$ cat src/logic/dswa_pkg.sv
/*
  Constants for the drive status word assembler: register byte offsets,
  status word field positions, interrupt bits and reset values.
  Assumes a 32-bit Avalon-MM slave port with word-aligned byte addresses.
*/
`default_nettype none
package dswa_pkg;
  localparam int unsigned DSWA_ADDR_W = 5;
  localparam int unsigned DSWA_DATA_W = 32;
  localparam int unsigned DSWA_WORD_W = 16;

  // Register byte offsets
  localparam logic [4:0] DSWA_OFF_GENERAL = 5'h00;
  localparam logic [4:0] DSWA_OFF_MOTION = 5'h04;
  localparam logic [4:0] DSWA_OFF_CONTROL = 5'h08;
  localparam logic [4:0] DSWA_OFF_IRQ_STATUS = 5'h0c;
  localparam logic [4:0] DSWA_OFF_IRQ_MASK = 5'h10;
  localparam logic [4:0] DSWA_OFF_LIVE_GENERAL = 5'h14;
  localparam logic [4:0] DSWA_OFF_LIVE_MOTION = 5'h18;

  // General status word fields
  localparam int unsigned DSWA_GSW_DSET_LSB = 0;
  localparam int unsigned DSWA_GSW_DSET_W = 5;
  localparam int unsigned DSWA_GSW_ALARM_LSB = 5;
  localparam int unsigned DSWA_GSW_ALARM_W = 2;
  localparam int unsigned DSWA_GSW_PARK = 7;
  localparam int unsigned DSWA_GSW_FIXSTOP = 8;
  localparam int unsigned DSWA_GSW_RSV0 = 9;
  localparam int unsigned DSWA_GSW_RSV1 = 10;
  localparam int unsigned DSWA_GSW_CHANGEOVER = 11;
  localparam int unsigned DSWA_GSW_SOL_LSB = 12;
  localparam int unsigned DSWA_GSW_SOL_W = 4;

  // Motion status word fields
  localparam int unsigned DSWA_MSW_READY_ON = 0;
  localparam int unsigned DSWA_MSW_READY_OP = 1;
  localparam int unsigned DSWA_MSW_OP_EN = 2;
  localparam int unsigned DSWA_MSW_FAULT = 3;
  localparam int unsigned DSWA_MSW_NO_COAST = 4;
  localparam int unsigned DSWA_MSW_NO_QSTOP = 5;

  // Control register bits
  localparam int unsigned DSWA_CTL_SOL_EN = 0;
  localparam logic [1:0] DSWA_CTL_RESET = 2'h1;
  localparam int unsigned DSWA_CTL_W = 2;
  localparam int unsigned DSWA_CTL_SOL_HOLD = 1;

  // Interrupt status bits
  localparam int unsigned DSWA_IRQ_W = 5;
  localparam int unsigned DSWA_IRQ_FAULT_SET = 0;
  localparam int unsigned DSWA_IRQ_FAULT_DONE = 1;
  localparam int unsigned DSWA_IRQ_STOP = 2;
  localparam int unsigned DSWA_IRQ_CHG_END = 3;
  localparam int unsigned DSWA_IRQ_ALARM = 4;
  localparam logic [4:0] DSWA_IRQ_MASK_RESET = 5'h00;

  localparam logic [3:0] DSWA_SOL_RESET = 4'h0;
  localparam logic [15:0] DSWA_WORD_RESET = 16'h0000;

  // Fault handling states
  typedef enum logic [1:0] {
    DSWA_ST_RUN = 2'b00,
    DSWA_ST_FAULTED = 2'b01,
    DSWA_ST_INHIBITED = 2'b10
  } dswa_state_e;
endpackage
`default_nettype wire

$ cat src/logic/dswa_top.sv
/*
  Drive status word assembler: builds the general status word and bits 0
  to 5 of the motion status word from drive state pins, latches both on
  each telegram cycle and serves them over an Avalon-MM slave.
  Assumes drive state pins are asynchronous; i_telegram_cycle and
  i_fault_ack are one-cycle pulses from logic on i_clock.
*/
// Summary of operation
// RULE1: Bits 0-4 of the general word carry the effective data set index.
// RULE2: Bits 5-6 of the general word carry the alarm class 0 to 3.
// RULE3: Bit 7 of the general word is 1 exactly while axis parking is on.
// RULE4: Bit 8 of the general word is 1 while travelling to a fixed stop.
// RULE5: Bit 11 of the general word is 1 while a data set changeover runs.
// RULE6: Bits 12-15 of the general word carry a 4-bit sign-of-life count.
// RULE7: The count steps by one mod 16 per telegram; bits 9-10 read zero.
// RULE8: Motion bit 0 needs power, init, contactor released, pulses off.
// RULE9: Motion bit 1 needs energized power stage, field and switch-on.
// RULE10: Motion bit 2 needs pulses enabled and ramping, else it is 0.
// RULE11: Motion bit 3 is set while faulted; ack and clear lead to inhibit. Code: bit 3 follows the fault buffer, not the faulted state.
// RULE12: Motion bit 3 is 0 exactly when the fault buffer holds no entry.
// RULE13: Motion bit 4 is 0 while coast stop is commanded, else 1.
// RULE14: Motion bit 5 is 1 while no quick stop is commanded.
// RULE15: Motion bit 5 is 0 while a quick stop is commanded.
`timescale 1ns/1ps
`default_nettype none
module dswa_top
  import dswa_pkg::*;
#(
  parameter int unsigned FAULT_ENTRIES = 8
) (
  input wire logic i_clock,                  // 10 MHz system clock
  input wire logic i_reset,                  // Synchronous reset, high
  input wire logic [4:0] i_avs_address,      // Byte address
  input wire logic i_avs_read,               // Read request
  input wire logic i_avs_write,              // Write request
  input wire logic [31:0] i_avs_writedata,   // Write data
  input wire logic [3:0] i_avs_byteenable,   // Byte lanes
  output logic [31:0] o_avs_readdata,        // Read data
  output logic o_avs_waitrequest,            // Stall
  output logic o_irq,                        // Level interrupt
  input wire logic i_telegram_cycle,         // Telegram cycle pulse
  input wire logic i_fault_ack,              // Fault acknowledge pulse
  input wire logic [4:0] i_drive_data_set,   // Effective data set index
  input wire logic [1:0] i_alarm_class,      // Alarm stage
  input wire logic i_axis_parking,           // Axis parking active
  input wire logic i_fixed_stop,             // Travel to fixed stop
  input wire logic i_changeover,             // Data set changeover active
  input wire logic i_power_present,          // Supply on
  input wire logic i_electronics_ready,      // Electronics initialised
  input wire logic i_contactor_released,     // Line contactor released
  input wire logic i_pulses_inhibited,       // Output pulses inhibited
  input wire logic i_power_stage_on,         // Power stage energised
  input wire logic i_field_building,         // Field being built up
  input wire logic i_switch_on_command,      // Switch-on command given
  input wire logic i_pulses_enabled,         // Pulses enabled
  input wire logic i_ramp_active,            // Ramping to setpoint
  input wire logic i_coast_stop_command,     // Coast stop, high active
  input wire logic i_quick_stop_command,     // Quick stop, high active
  input wire logic [FAULT_ENTRIES-1:0] i_fault_buffer, // Active entries
  output logic [15:0] o_general_status_word, // Latched general word
  output logic [15:0] o_motion_status_word   // Latched motion word
);
  localparam int unsigned SYNC_W = 21 + FAULT_ENTRIES;

  logic [SYNC_W-1:0] pins_raw;
  logic [SYNC_W-1:0] pins_s;
  logic [4:0] dset_s;
  logic [1:0] alarm_s;
  logic park_s;
  logic fixstop_s;
  logic chg_s;
  logic power_s;
  logic elec_s;
  logic contactor_s;
  logic pinh_s;
  logic pstage_s;
  logic field_s;
  logic son_s;
  logic pen_s;
  logic ramp_s;
  logic coast_s;
  logic qstop_s;
  logic [FAULT_ENTRIES-1:0] fbuf_s;

  assign pins_raw = {i_fault_buffer, i_quick_stop_command,
                     i_coast_stop_command, i_ramp_active, i_pulses_enabled,
                     i_switch_on_command, i_field_building, i_power_stage_on,
                     i_pulses_inhibited, i_contactor_released,
                     i_electronics_ready, i_power_present, i_changeover,
                     i_fixed_stop, i_axis_parking, i_alarm_class,
                     i_drive_data_set};

  dswa_sync #(
    .WIDTH(SYNC_W)
  ) u_sync (
    .i_clock(i_clock),
    .i_reset(i_reset),
    .i_async(pins_raw),
    .o_sync(pins_s)
  );

  assign dset_s = pins_s[4:0];
  assign alarm_s = pins_s[6:5];
  assign park_s = pins_s[7];
  assign fixstop_s = pins_s[8];
  assign chg_s = pins_s[9];
  assign power_s = pins_s[10];
  assign elec_s = pins_s[11];
  assign contactor_s = pins_s[12];
  assign pinh_s = pins_s[13];
  assign pstage_s = pins_s[14];
  assign field_s = pins_s[15];
  assign son_s = pins_s[16];
  assign pen_s = pins_s[17];
  assign ramp_s = pins_s[18];
  assign coast_s = pins_s[19];
  assign qstop_s = pins_s[20];
  assign fbuf_s = pins_s[SYNC_W-1:21];

  // Control and interrupt registers
  logic [DSWA_CTL_W-1:0] control_q;
  logic [DSWA_IRQ_W-1:0] irq_status_q;
  logic [DSWA_IRQ_W-1:0] irq_mask_q;
  logic [DSWA_IRQ_W-1:0] irq_event;
  logic [DSWA_IRQ_W-1:0] irq_clear;

  // Sign of life and fault state
  logic [3:0] sol_q;
  logic [3:0] sol_d;
  dswa_state_e state_q;
  dswa_state_e state_d;
  logic fault_any;

  // Status words
  logic [15:0] gsw_live;
  logic [15:0] msw_live;

  // Bus handshake
  logic bus_req;
  logic ack_q;
  logic bus_wr_take;

  // RULE12: fault bit tracks buffer
  assign fault_any = |fbuf_s;

  // RULE7: step count per telegram
  always_comb begin
    sol_d = sol_q;
    if (i_telegram_cycle && control_q[DSWA_CTL_SOL_EN] &&
        !control_q[DSWA_CTL_SOL_HOLD]) begin
      sol_d = sol_q + 4'h1;
    end
  end

  always_ff @(posedge i_clock) begin
    if (i_reset) begin
      sol_q <= DSWA_SOL_RESET;
    end else begin
      sol_q <= sol_d;
    end
  end

  // RULE11: faulted, then inhibited after ack and cleared cause
  always_comb begin
    state_d = state_q;
    unique case (state_q)
      DSWA_ST_RUN: begin
        if (fault_any) begin
          state_d = DSWA_ST_FAULTED;
        end
      end
      DSWA_ST_FAULTED: begin
        if (i_fault_ack && !fault_any) begin
          state_d = DSWA_ST_INHIBITED;
        end
      end
      DSWA_ST_INHIBITED: begin
        // Restart only after the switch-on command has been dropped
        if (fault_any) begin
          state_d = DSWA_ST_FAULTED;
        end else if (!son_s) begin
          state_d = DSWA_ST_RUN;
        end
      end
      default: begin
        state_d = DSWA_ST_FAULTED;
      end
    endcase
  end

  always_ff @(posedge i_clock) begin
    if (i_reset) begin
      state_q <= DSWA_ST_RUN;
    end else begin
      state_q <= state_d;
    end
  end

  always_comb begin
    gsw_live = DSWA_WORD_RESET;
    // RULE1: data set index
    gsw_live[DSWA_GSW_DSET_LSB +: DSWA_GSW_DSET_W] = dset_s;
    // RULE2: alarm class field
    gsw_live[DSWA_GSW_ALARM_LSB +: DSWA_GSW_ALARM_W] = alarm_s;
    // RULE3: parking flag
    gsw_live[DSWA_GSW_PARK] = park_s;
    // RULE4: fixed stop flag
    gsw_live[DSWA_GSW_FIXSTOP] = fixstop_s;
    // RULE7: reserved bits zero
    gsw_live[DSWA_GSW_RSV0] = 1'b0;
    gsw_live[DSWA_GSW_RSV1] = 1'b0;
    // RULE5: changeover flag
    gsw_live[DSWA_GSW_CHANGEOVER] = chg_s;
    // RULE6: sign of life field
    gsw_live[DSWA_GSW_SOL_LSB +: DSWA_GSW_SOL_W] = sol_q;
  end

  always_comb begin
    msw_live = DSWA_WORD_RESET;
    // RULE8: ready to switch on
    msw_live[DSWA_MSW_READY_ON] = power_s && elec_s && contactor_s &&
                                  pinh_s && (state_q == DSWA_ST_RUN);
    // RULE9: ready for operation
    msw_live[DSWA_MSW_READY_OP] = pstage_s && field_s && son_s &&
                                  (state_q == DSWA_ST_RUN);
    // RULE10: operation enabled
    msw_live[DSWA_MSW_OP_EN] = pen_s && ramp_s && son_s &&
                               (state_q == DSWA_ST_RUN);
    // RULE11: fault bit
    msw_live[DSWA_MSW_FAULT] = fault_any;
    // RULE13: coast stop, low active
    msw_live[DSWA_MSW_NO_COAST] = !coast_s;
    // RULE14: quick stop idle is 1
    // RULE15: quick stop active is 0
    msw_live[DSWA_MSW_NO_QSTOP] = !qstop_s;
  end

  // Latch per telegram so both words in one frame are consistent
  always_ff @(posedge i_clock) begin
    if (i_reset) begin
      o_general_status_word <= DSWA_WORD_RESET;
      o_motion_status_word <= DSWA_WORD_RESET;
    end else if (i_telegram_cycle) begin
      o_general_status_word <= {sol_d, gsw_live[11:0]};
      o_motion_status_word <= msw_live;
    end
  end

  // Edge history for interrupt events
  logic fault_prev_q;
  logic stop_prev_q;
  logic chg_prev_q;
  logic [1:0] alarm_prev_q;

  always_ff @(posedge i_clock) begin
    if (i_reset) begin
      fault_prev_q <= 1'b0;
      stop_prev_q <= 1'b0;
      chg_prev_q <= 1'b0;
      alarm_prev_q <= 2'h0;
    end else begin
      fault_prev_q <= fault_any;
      stop_prev_q <= coast_s || qstop_s;
      chg_prev_q <= chg_s;
      alarm_prev_q <= alarm_s;
    end
  end

  always_comb begin
    irq_event = '0;
    irq_event[DSWA_IRQ_FAULT_SET] = fault_any && !fault_prev_q;
    irq_event[DSWA_IRQ_FAULT_DONE] = (state_q == DSWA_ST_FAULTED) &&
                                     (state_d == DSWA_ST_INHIBITED);
    irq_event[DSWA_IRQ_STOP] = (coast_s || qstop_s) && !stop_prev_q;
    irq_event[DSWA_IRQ_CHG_END] = chg_prev_q && !chg_s;
    irq_event[DSWA_IRQ_ALARM] = alarm_s != alarm_prev_q;
  end

  // Avalon: one wait cycle, answer on the second edge
  assign bus_req = i_avs_read || i_avs_write;
  assign o_avs_waitrequest = bus_req && !ack_q;
  assign bus_wr_take = i_avs_write && ack_q;

  always_ff @(posedge i_clock) begin
    if (i_reset) begin
      ack_q <= 1'b0;
    end else begin
      ack_q <= bus_req && !ack_q;
    end
  end

  always_comb begin
    irq_clear = '0;
    if (bus_wr_take && i_avs_address == DSWA_OFF_IRQ_STATUS &&
        i_avs_byteenable[0]) begin
      irq_clear = i_avs_writedata[DSWA_IRQ_W-1:0];
    end
  end

  // Set wins over a clear in the same cycle
  always_ff @(posedge i_clock) begin
    if (i_reset) begin
      irq_status_q <= '0;
    end else begin
      irq_status_q <= (irq_status_q & ~irq_clear) | irq_event;
    end
  end

  always_ff @(posedge i_clock) begin
    if (i_reset) begin
      control_q <= DSWA_CTL_RESET;
      irq_mask_q <= DSWA_IRQ_MASK_RESET;
    end else if (bus_wr_take && i_avs_byteenable[0]) begin
      if (i_avs_address == DSWA_OFF_CONTROL) begin
        control_q <= i_avs_writedata[DSWA_CTL_W-1:0];
      end
      if (i_avs_address == DSWA_OFF_IRQ_MASK) begin
        irq_mask_q <= i_avs_writedata[DSWA_IRQ_W-1:0];
      end
    end
  end

  assign o_irq = |(irq_status_q & irq_mask_q);

  // Read data sampled in the wait cycle, stands in the answer cycle
  always_ff @(posedge i_clock) begin
    if (i_reset) begin
      o_avs_readdata <= '0;
    end else if (i_avs_read && !ack_q) begin
      unique case (i_avs_address)
        DSWA_OFF_GENERAL: o_avs_readdata <= {16'h0000,
                                             o_general_status_word};
        DSWA_OFF_MOTION: o_avs_readdata <= {16'h0000,
                                            o_motion_status_word};
        DSWA_OFF_CONTROL: o_avs_readdata <= {30'h00000000, control_q};
        DSWA_OFF_IRQ_STATUS: o_avs_readdata <= {27'h0000000,
                                                irq_status_q};
        DSWA_OFF_IRQ_MASK: o_avs_readdata <= {27'h0000000, irq_mask_q};
        DSWA_OFF_LIVE_GENERAL: o_avs_readdata <= {16'h0000, gsw_live};
        DSWA_OFF_LIVE_MOTION: o_avs_readdata <= {16'h0000, msw_live};
        default: o_avs_readdata <= 32'h00000000;
      endcase
    end
  end
endmodule
`default_nettype wire

$ cat src/logic/dswa_sync.sv
/*
  Three-stage input synchroniser for a vector of pin levels.
  Assumes levels that change slowly against i_clock; the first stage is
  read only by the second stage.
*/
`timescale 1ns/1ps
`default_nettype none
module dswa_sync #(
  parameter int unsigned WIDTH = 8
) (
  input wire logic i_clock,              // System clock
  input wire logic i_reset,              // Synchronous reset, high
  input wire logic [WIDTH-1:0] i_async,  // Pin levels
  output logic [WIDTH-1:0] o_sync        // Settled levels
);
  logic [WIDTH-1:0] stage1_q;
  logic [WIDTH-1:0] stage2_q;
  logic [WIDTH-1:0] stage3_q;

  always_ff @(posedge i_clock) begin
    if (i_reset) begin
      stage1_q <= '0;
      stage2_q <= '0;
      stage3_q <= '0;
    end else begin
      stage1_q <= i_async;
      stage2_q <= stage1_q;
      stage3_q <= stage2_q;
    end
  end

  // A bit changes only once stages two and three agree
  always_ff @(posedge i_clock) begin
    if (i_reset) begin
      o_sync <= '0;
    end else begin
      for (int i = 0; i < WIDTH; i++) begin
        if (stage2_q[i] == stage3_q[i]) begin
          o_sync[i] <= stage3_q[i];
        end
      end
    end
  end
endmodule
`default_nettype wire

$ cat config.mk
export PLATFORM = sky130hd
export DESIGN_NAME = dswa_top
export DESIGN_NICKNAME = d
export VERILOG_FILES = /design/src/logic/dswa_pkg.sv /design/src/logic/dswa_top.sv /design/src/logic/dswa_sync.sv
export SDC_FILE = /design/constraint.sdc
export NUM_CORES = 1
export LEC_CHECK = 0
export BUFFER_PORTS_ARGS = -buffer_cell sky130_fd_sc_hd__buf_2
export CORE_ASPECT_RATIO = 0.5
export CORE_MARGIN = 4
export CORE_UTILIZATION = 48
export DETAILED_ROUTE_END_ITERATION = 10
export GPL_ROUTABILITY_DRIVEN = 0
export PLACE_DENSITY = 0.75
export SYNTH_ARGS = -nofsm -noshare
export SYNTH_HDL_FRONTEND = slang
export SYNTH_SLANG_ARGS = --single-unit
$ cat constraint.sdc
create_clock -name i_clock -period 1.9 [get_ports i_clock]
set_clock_uncertainty 0.05 [all_clocks]
set_input_delay 0.38 -clock i_clock [delete_from_list [all_inputs] [get_ports i_clock]]
set_output_delay 0.38 -clock i_clock [all_outputs]
set_load 0.01 [all_outputs]
Yosys cells after proc, flatten, opt, wreduce, memory -nomap -nowiden
Index checks and enable logic that the tools add are counted.
Operators by class
  multiplexer cells: 8
  add/subtract/negate cells: 1
  equal/unequal tests: 39
  bitwise operators: 4
  reductions and logical operators: 39
Operators by type and width (number)
  one-hot mux 16 bit (7 select lines): 1
  equality test 1 bit: 29
  logical AND 1 bit: 23
  equality test 5 bit, second input constant: 3
  bitwise AND 5 bit: 2
  equality test 5 x 4 -> 1 bit, second input constant: 2
  logical NOT 1 bit: 8
  two-way mux 2 bit: 4
  OR reduction 8 bit: 1
  one-hot mux 2 bit (3 select lines): 1
  equality test 5 x 3 -> 1 bit, second input constant: 1
  logical NOT 5 bit: 1
  two-way mux 5 bit: 1
  NOT 5 bit: 1
  OR 5 bit: 1
  OR reduction 5 bit: 1
  adder 4 x 1 -> 4 bit, second input constant: 1
  equality test 2 bit, second input constant: 2
  two-way mux 4 bit: 1
  AND reduction 2 bit: 2
  equality test 2 x 1 -> 1 bit, second input constant: 1
  logical NOT 2 bit: 1
  logical OR 1 bit: 2
  != test 2 bit: 1
Storage, ports and cells
  input bits: 76
  output and inout port bits: 66
  bits in registers: 192

Longest topological paths before layout
  depth in word-level cells: 8
  mapped depth: 7
  gate-level depth less buffers: 5

Modules after synthesis
From an unflattened synthesis, not the netlist that was laid out.
Unflattened totals
  cells, all modules: 626
  area, all modules: 6248.5 um^2
By module, submodules not included
  dswa_sync: cells an instance 303, times used 1, area an instance 3429.5 um^2
  dswa_top: cells an instance 323, times used 1, area an instance 2819.0 um^2

Worst setup path after synthesis
OpenSTA, ideal clock, no wires.
  path type: input port to flip-flop
  start point: in i_avs_address[3]
  end point: reg o_avs_readdata[6]
  slack: 0.069 ns
  cell stages on the path: 7
  data required time: 1.781 ns
  arrival time: 1.712 ns
  cell sequence: clkbuf_1 > and3_1 > or4_4 > buf_6 > or2_1 > buf_6 > o21ai_1
Between the ends
  cells in the longest elaborated chain, start to end: 2
  elaborated cells between the ends (all ways): 8
  those cells by class: eq/ne: 6; mux: 1; reduce/logical: 1
Ends and longest elaborated chain
  start, declared: line dswa_top.sv:33  | input wire logic [4:0] i_avs_address,
  equality test 5 bit (tied with other cells): line dswa_top.sv:330  | unique case (i_avs_address)
  one-hot mux 16 bit (7 select lines) (*): line dswa_top.sv:330
  end signal, assigned: line dswa_top.sv:331  | DSWA_OFF_GENERAL: o_avs_readdata <= {16'h0000,
  end signal, assigned: line dswa_top.sv:333  | DSWA_OFF_MOTION: o_avs_readdata <= {16'h0000,
  end signal, assigned: line dswa_top.sv:335  | DSWA_OFF_CONTROL: o_avs_readdata <= {30'h00000000, control_q};
  end, declared: line dswa_top.sv:38  | output logic [31:0] o_avs_readdata,
Every way passes the cells marked *; elsewhere a longest branch is shown, timed or not.
A chain may end at the register's enable or synchronous reset.

Worst setup path in the final report
  start point: reg irq_status_q[4]
  end point: out o_irq
Between the ends
  cells in the longest elaborated chain, start to end: 2
Ends and longest elaborated chain
  start, declared: line dswa_top.sv:122  | logic [DSWA_IRQ_W-1:0] irq_status_q;
  start signal, assigned: line dswa_top.sv:305  | irq_status_q <= (irq_status_q & ~irq_clear) | irq_event;
  bitwise AND 5 bit: line dswa_top.sv:323  | assign o_irq = |(irq_status_q & irq_mask_q);
  OR reduction 5 bit: line dswa_top.sv:323
  end, declared: line dswa_top.sv:40  | output logic o_irq,
No other way between the ends.

==> reports/summary.log <==
INFO  run_status     outcome=completed
INFO  cells_and_area sequential_cell_area=3480µm²
INFO  cells_and_area multiInputGateArea=2350µm²
INFO  critical_path  setup.reg_to_reg.worst_slack=170ps
INFO  cts            cts-htree-levels=4
INFO  critical_path  crit_fanout=3
INFO  cts            clock_sink_count=174
INFO  global_routing global_route.usage.total=16.8%
INFO  floorplan      die_outline_width=167µm
INFO  global_routing grt_start_max_net_pins=55
INFO  critical_path  path_class=flip-flop to primary output
INFO  global_routing grt_ovf=0
INFO  yosys          synthesis.area=6090µm²
INFO  drt            drc=0
INFO  yosys          synth_cell_type_count=52
INFO  yosys          count_of_flip_flops_with_a_built_in_enable_after_synthesis=0
INFO  yosys          synthCells=614
INFO  floorplan      placement_rows=28
INFO  drt            detail_route.iter0.violations=277
INFO  cts            cts_post_setup_buffers_inserted=0
INFO  cells_and_area utilization=59.5%
INFO  yosys          syn_area_per_cell=9.92µm²
INFO  sta            post-route-period-util=94.4%
INFO  cells_and_area diodes=0
INFO  cells_and_area final_stage_net_count=787
INFO  cells_and_area layout-drive-gt1-share=20.7%
INFO  drt            drt-vias-per-instance=4.94
INFO  min_path       holdPathStages=2
INFO  critical_path  critical_path_arrival=1360ps
INFO  critical_path  timing.critical_path.required=1470ps
INFO  placed_design  port-buffer-count=81
INFO  drt            routed.top_layer=met4
INFO  placed_design  hpwlAfterDp=8420µm
INFO  floorplan      design.core.area=12100µm²
INFO  sta            min_clock_period_post_route=1790ps
INFO  drt            postRouteAntennaNets=0
INFO  cts            cts-buffers-inserted=17
INFO  cells_and_area areaGrowthSynthToFinish=18.5%
INFO  drt            met1_length=5750µm
INFO  drt            total_wirelength=12200µm
INFO  drt            met2_routed_wirelength=5460µm
INFO  critical_path  timing.rr.start=ack_q$_SDFF_PP0_
INFO  drt            dr_total_vias=4388
INFO  yosys          synthDominantAreaCellType=dfxtp_1
INFO  sta            timing.slew.headroom=60.4%
INFO  cts            buffer_cell_driving_the_clock_tree_root=clkbuf_16
INFO  placed_design  detailedPlace.worstSlack=-28.9ps
INFO  cts            cts_hold_buf=0
INFO  yosys          dominantRegCellSynth=dfxtp_1
INFO  power_and_ir_drop vdd.ir_drop.worst=0.000558V
INFO  min_path       hold_path.class=input port to flip-flop
INFO  yosys          warnings_from_yosys=0
INFO  drt            total_length_of_routed_met3_wires=776µm
INFO  cells_and_area layout_common_cells=dfxtp_1 (174), nor2b_1 (95), buf_2 (80)
INFO  floorplan      die-height=87.7µm
INFO  cells_and_area final_common_cell=dfxtp_1
INFO  global_routing number_of_antenna_violations_at_the_first_check_in_global_routing=0
INFO  sta            finalMaxSlewViolations=0
INFO  sta            timing.final.setup_violations=0
INFO  cts            clk_transition_reported_paths=70ps
INFO  yosys          synthTopCellsByArea=dfxtp_1 (57%), nor2b_1 (9.8%), buf_4 (3.7%)
INFO  drt            drtPass1Iterations=4
INFO  sta            worst_pin_slew=589ps
INFO  cts            clock_latency=420ps
INFO  sta            clock.fmax=0.557GHz
INFO  yosys          yosysSeqAreaShare=57.2%
INFO  critical_path  timing.critical_path.from_type=flip-flop
INFO  cells_and_area layout.filler_cells=1041
INFO  sta            final.setup.worst_slack=106ps
INFO  min_path       hold_path_startpoint=i_fault_buffer[1]
INFO  yosys          ys_async_sr_fraction=0%
INFO  cts            cts_tree=built
INFO  sta            rsz_0062_raised_after_global_routing=no
INFO  global_routing grt_pass1_vias=4119
INFO  critical_path  critical_path.endpoint_type=primary output
INFO  power_and_ir_drop cellLeakagePower=2.95nW
INFO  critical_path  timing.rr.end=o_avs_readdata[14]$_SDFFE_PP0P_
INFO  floorplan      die_area=14700µm²
INFO  sta            hold_violations=0
INFO  yosys          synth-seq-cells=174
INFO  flow_run       max_cap_violations=0
INFO  power_and_ir_drop power_density=1010nW/µm²
INFO  floorplan      ioPinCount=142
INFO  global_routing grt_pass1_wl=19600µm
INFO  drt            wl_per_cell=13.7µm
INFO  floorplan      initial_util=50.2%
INFO  critical_path  reg2reg_depth=4
INFO  min_path       whs_endpoint=u_sync.stage1_q[22]$_SDFF_PP0_
INFO  yosys          synth_top_cell_area_share=57.2%
INFO  cts            number_of_buffers_on_the_longest_clock_path=2
power by group:
part	switching [mW]	total [mW]	internal, mW
clock network	1.47	3.17	1.69
logic	0.195	0.347	0.152
registers	0.0461	3.79	3.74
metal layers:
metal | GRT usage [%] | vias up
li1 | - | 2209
met1 | 21.5 | 2031
met2 | 27.9 | 136
met3 | 4.55 | 12
met4 | 5.82 | 0
met5 | 0 | -
state kept, by name (all words and copies together), names as in the netlist, 4 cells and up:
name,flops
u_sync.o_sync,29
u_sync.stage1_q,29
u_sync.stage2_q,29
u_sync.stage3_q,29
o_avs_readdata,14
o_general_status_word,14
o_motion_status_word,6
irq_mask_q,5
irq_status_q,5
sol_q,4
worst max-delay path, cell delays in order, from the launching register on:
cell,delay (ps)
dfxtp_1,340
a222oi_1,350
nand2_1,100
buf_2,150
what timing repair did:
| action | 4_1_cts | 5_1_grt |
|---|---|---|
| endpoints found under the hold margin | 0 | 0 |
| setup endpoints to repair | 0 | 1 |
| gates resized for setup | 0 | 3 |
final cells by class:
class	count	share of cell area [%]
Multi-Input combinational cell	406	32.6
Tap cell	165	2.86
Clock buffer	18	5.95
Inverter	2	0.104
Sequential cell	174	48.3
Timing Repair Buffer	109	8.74
Clock inverter	14	1.54
Yosys cell counts, drive strengths merged (3+ instances only):
| cell type | instances |
|---|---|
| nor3b | 3 |
| xor2 | 4 |
| nand2 | 55 |
| a21oi | 36 |
| or4 | 4 |
| dfxtp | 174 |
| nor2 | 45 |
| clkbuf | 16 |
| nand3b | 4 |
| nand4 | 5 |
| a22oi | 11 |
| mux2i | 21 |
| o21ai | 42 |
| a211oi | 9 |
| nand3 | 3 |
| nand2b | 3 |
| a222oi | 3 |
| a221oi | 7 |
| nor3 | 4 |
| buf | 45 |
| nor2b | 95 |
how the worst max path moves through the flow:
stage                          startpoint                              to  cells past startpoint
3_5_place_dp             i_avs_address[1]      irq_mask_q[3]$_SDFFE_PP0P_                      6
4_1_cts        irq_status_q[4]$_SDFF_PP0_                           o_irq                      3
5_1_grt        irq_status_q[4]$_SDFF_PP0_                           o_irq                      3
3_3_place_gp             i_avs_address[1]      irq_mask_q[2]$_SDFFE_PP0P_                      6
6_report       irq_status_q[4]$_SDFF_PP0_                           o_irq                      3
2_1_floorplan            i_avs_address[3]  o_avs_readdata[6]$_SDFFE_PP0P_                      7
logic make-up after synthesis:
logic type	share of synthesized area, %
and+or+nand+nor	20.3
DFF	57.2
AOI/OAI and AO/OA	11.7
buffers and inverters	6.20
muxes	3.64
xor gates and xnor gates	0.719
adders and majority gates	0.205
other	0.0616
stage by stage:
step | cell area [µm²] | std cells | total power, mW | TNS (ps) | hold WS (ps)
after floorplan | 6200 | 643 | 4.12 | 0 | 348
after global placement | 6670 | 856 | 4.21 | 0 | 354
after detailed placement | 6670 | 856 | 4.22 | -99.6 | 359
after CTS | 7210 | 888 | 7.38 | 0 | 100
after global routing | 7220 | 888 | 7.58 | 0 | 103
final | 7220 | 888 | 7.30 | 0 | 115
No activity file was read; power rests on OpenSTA's default activity.
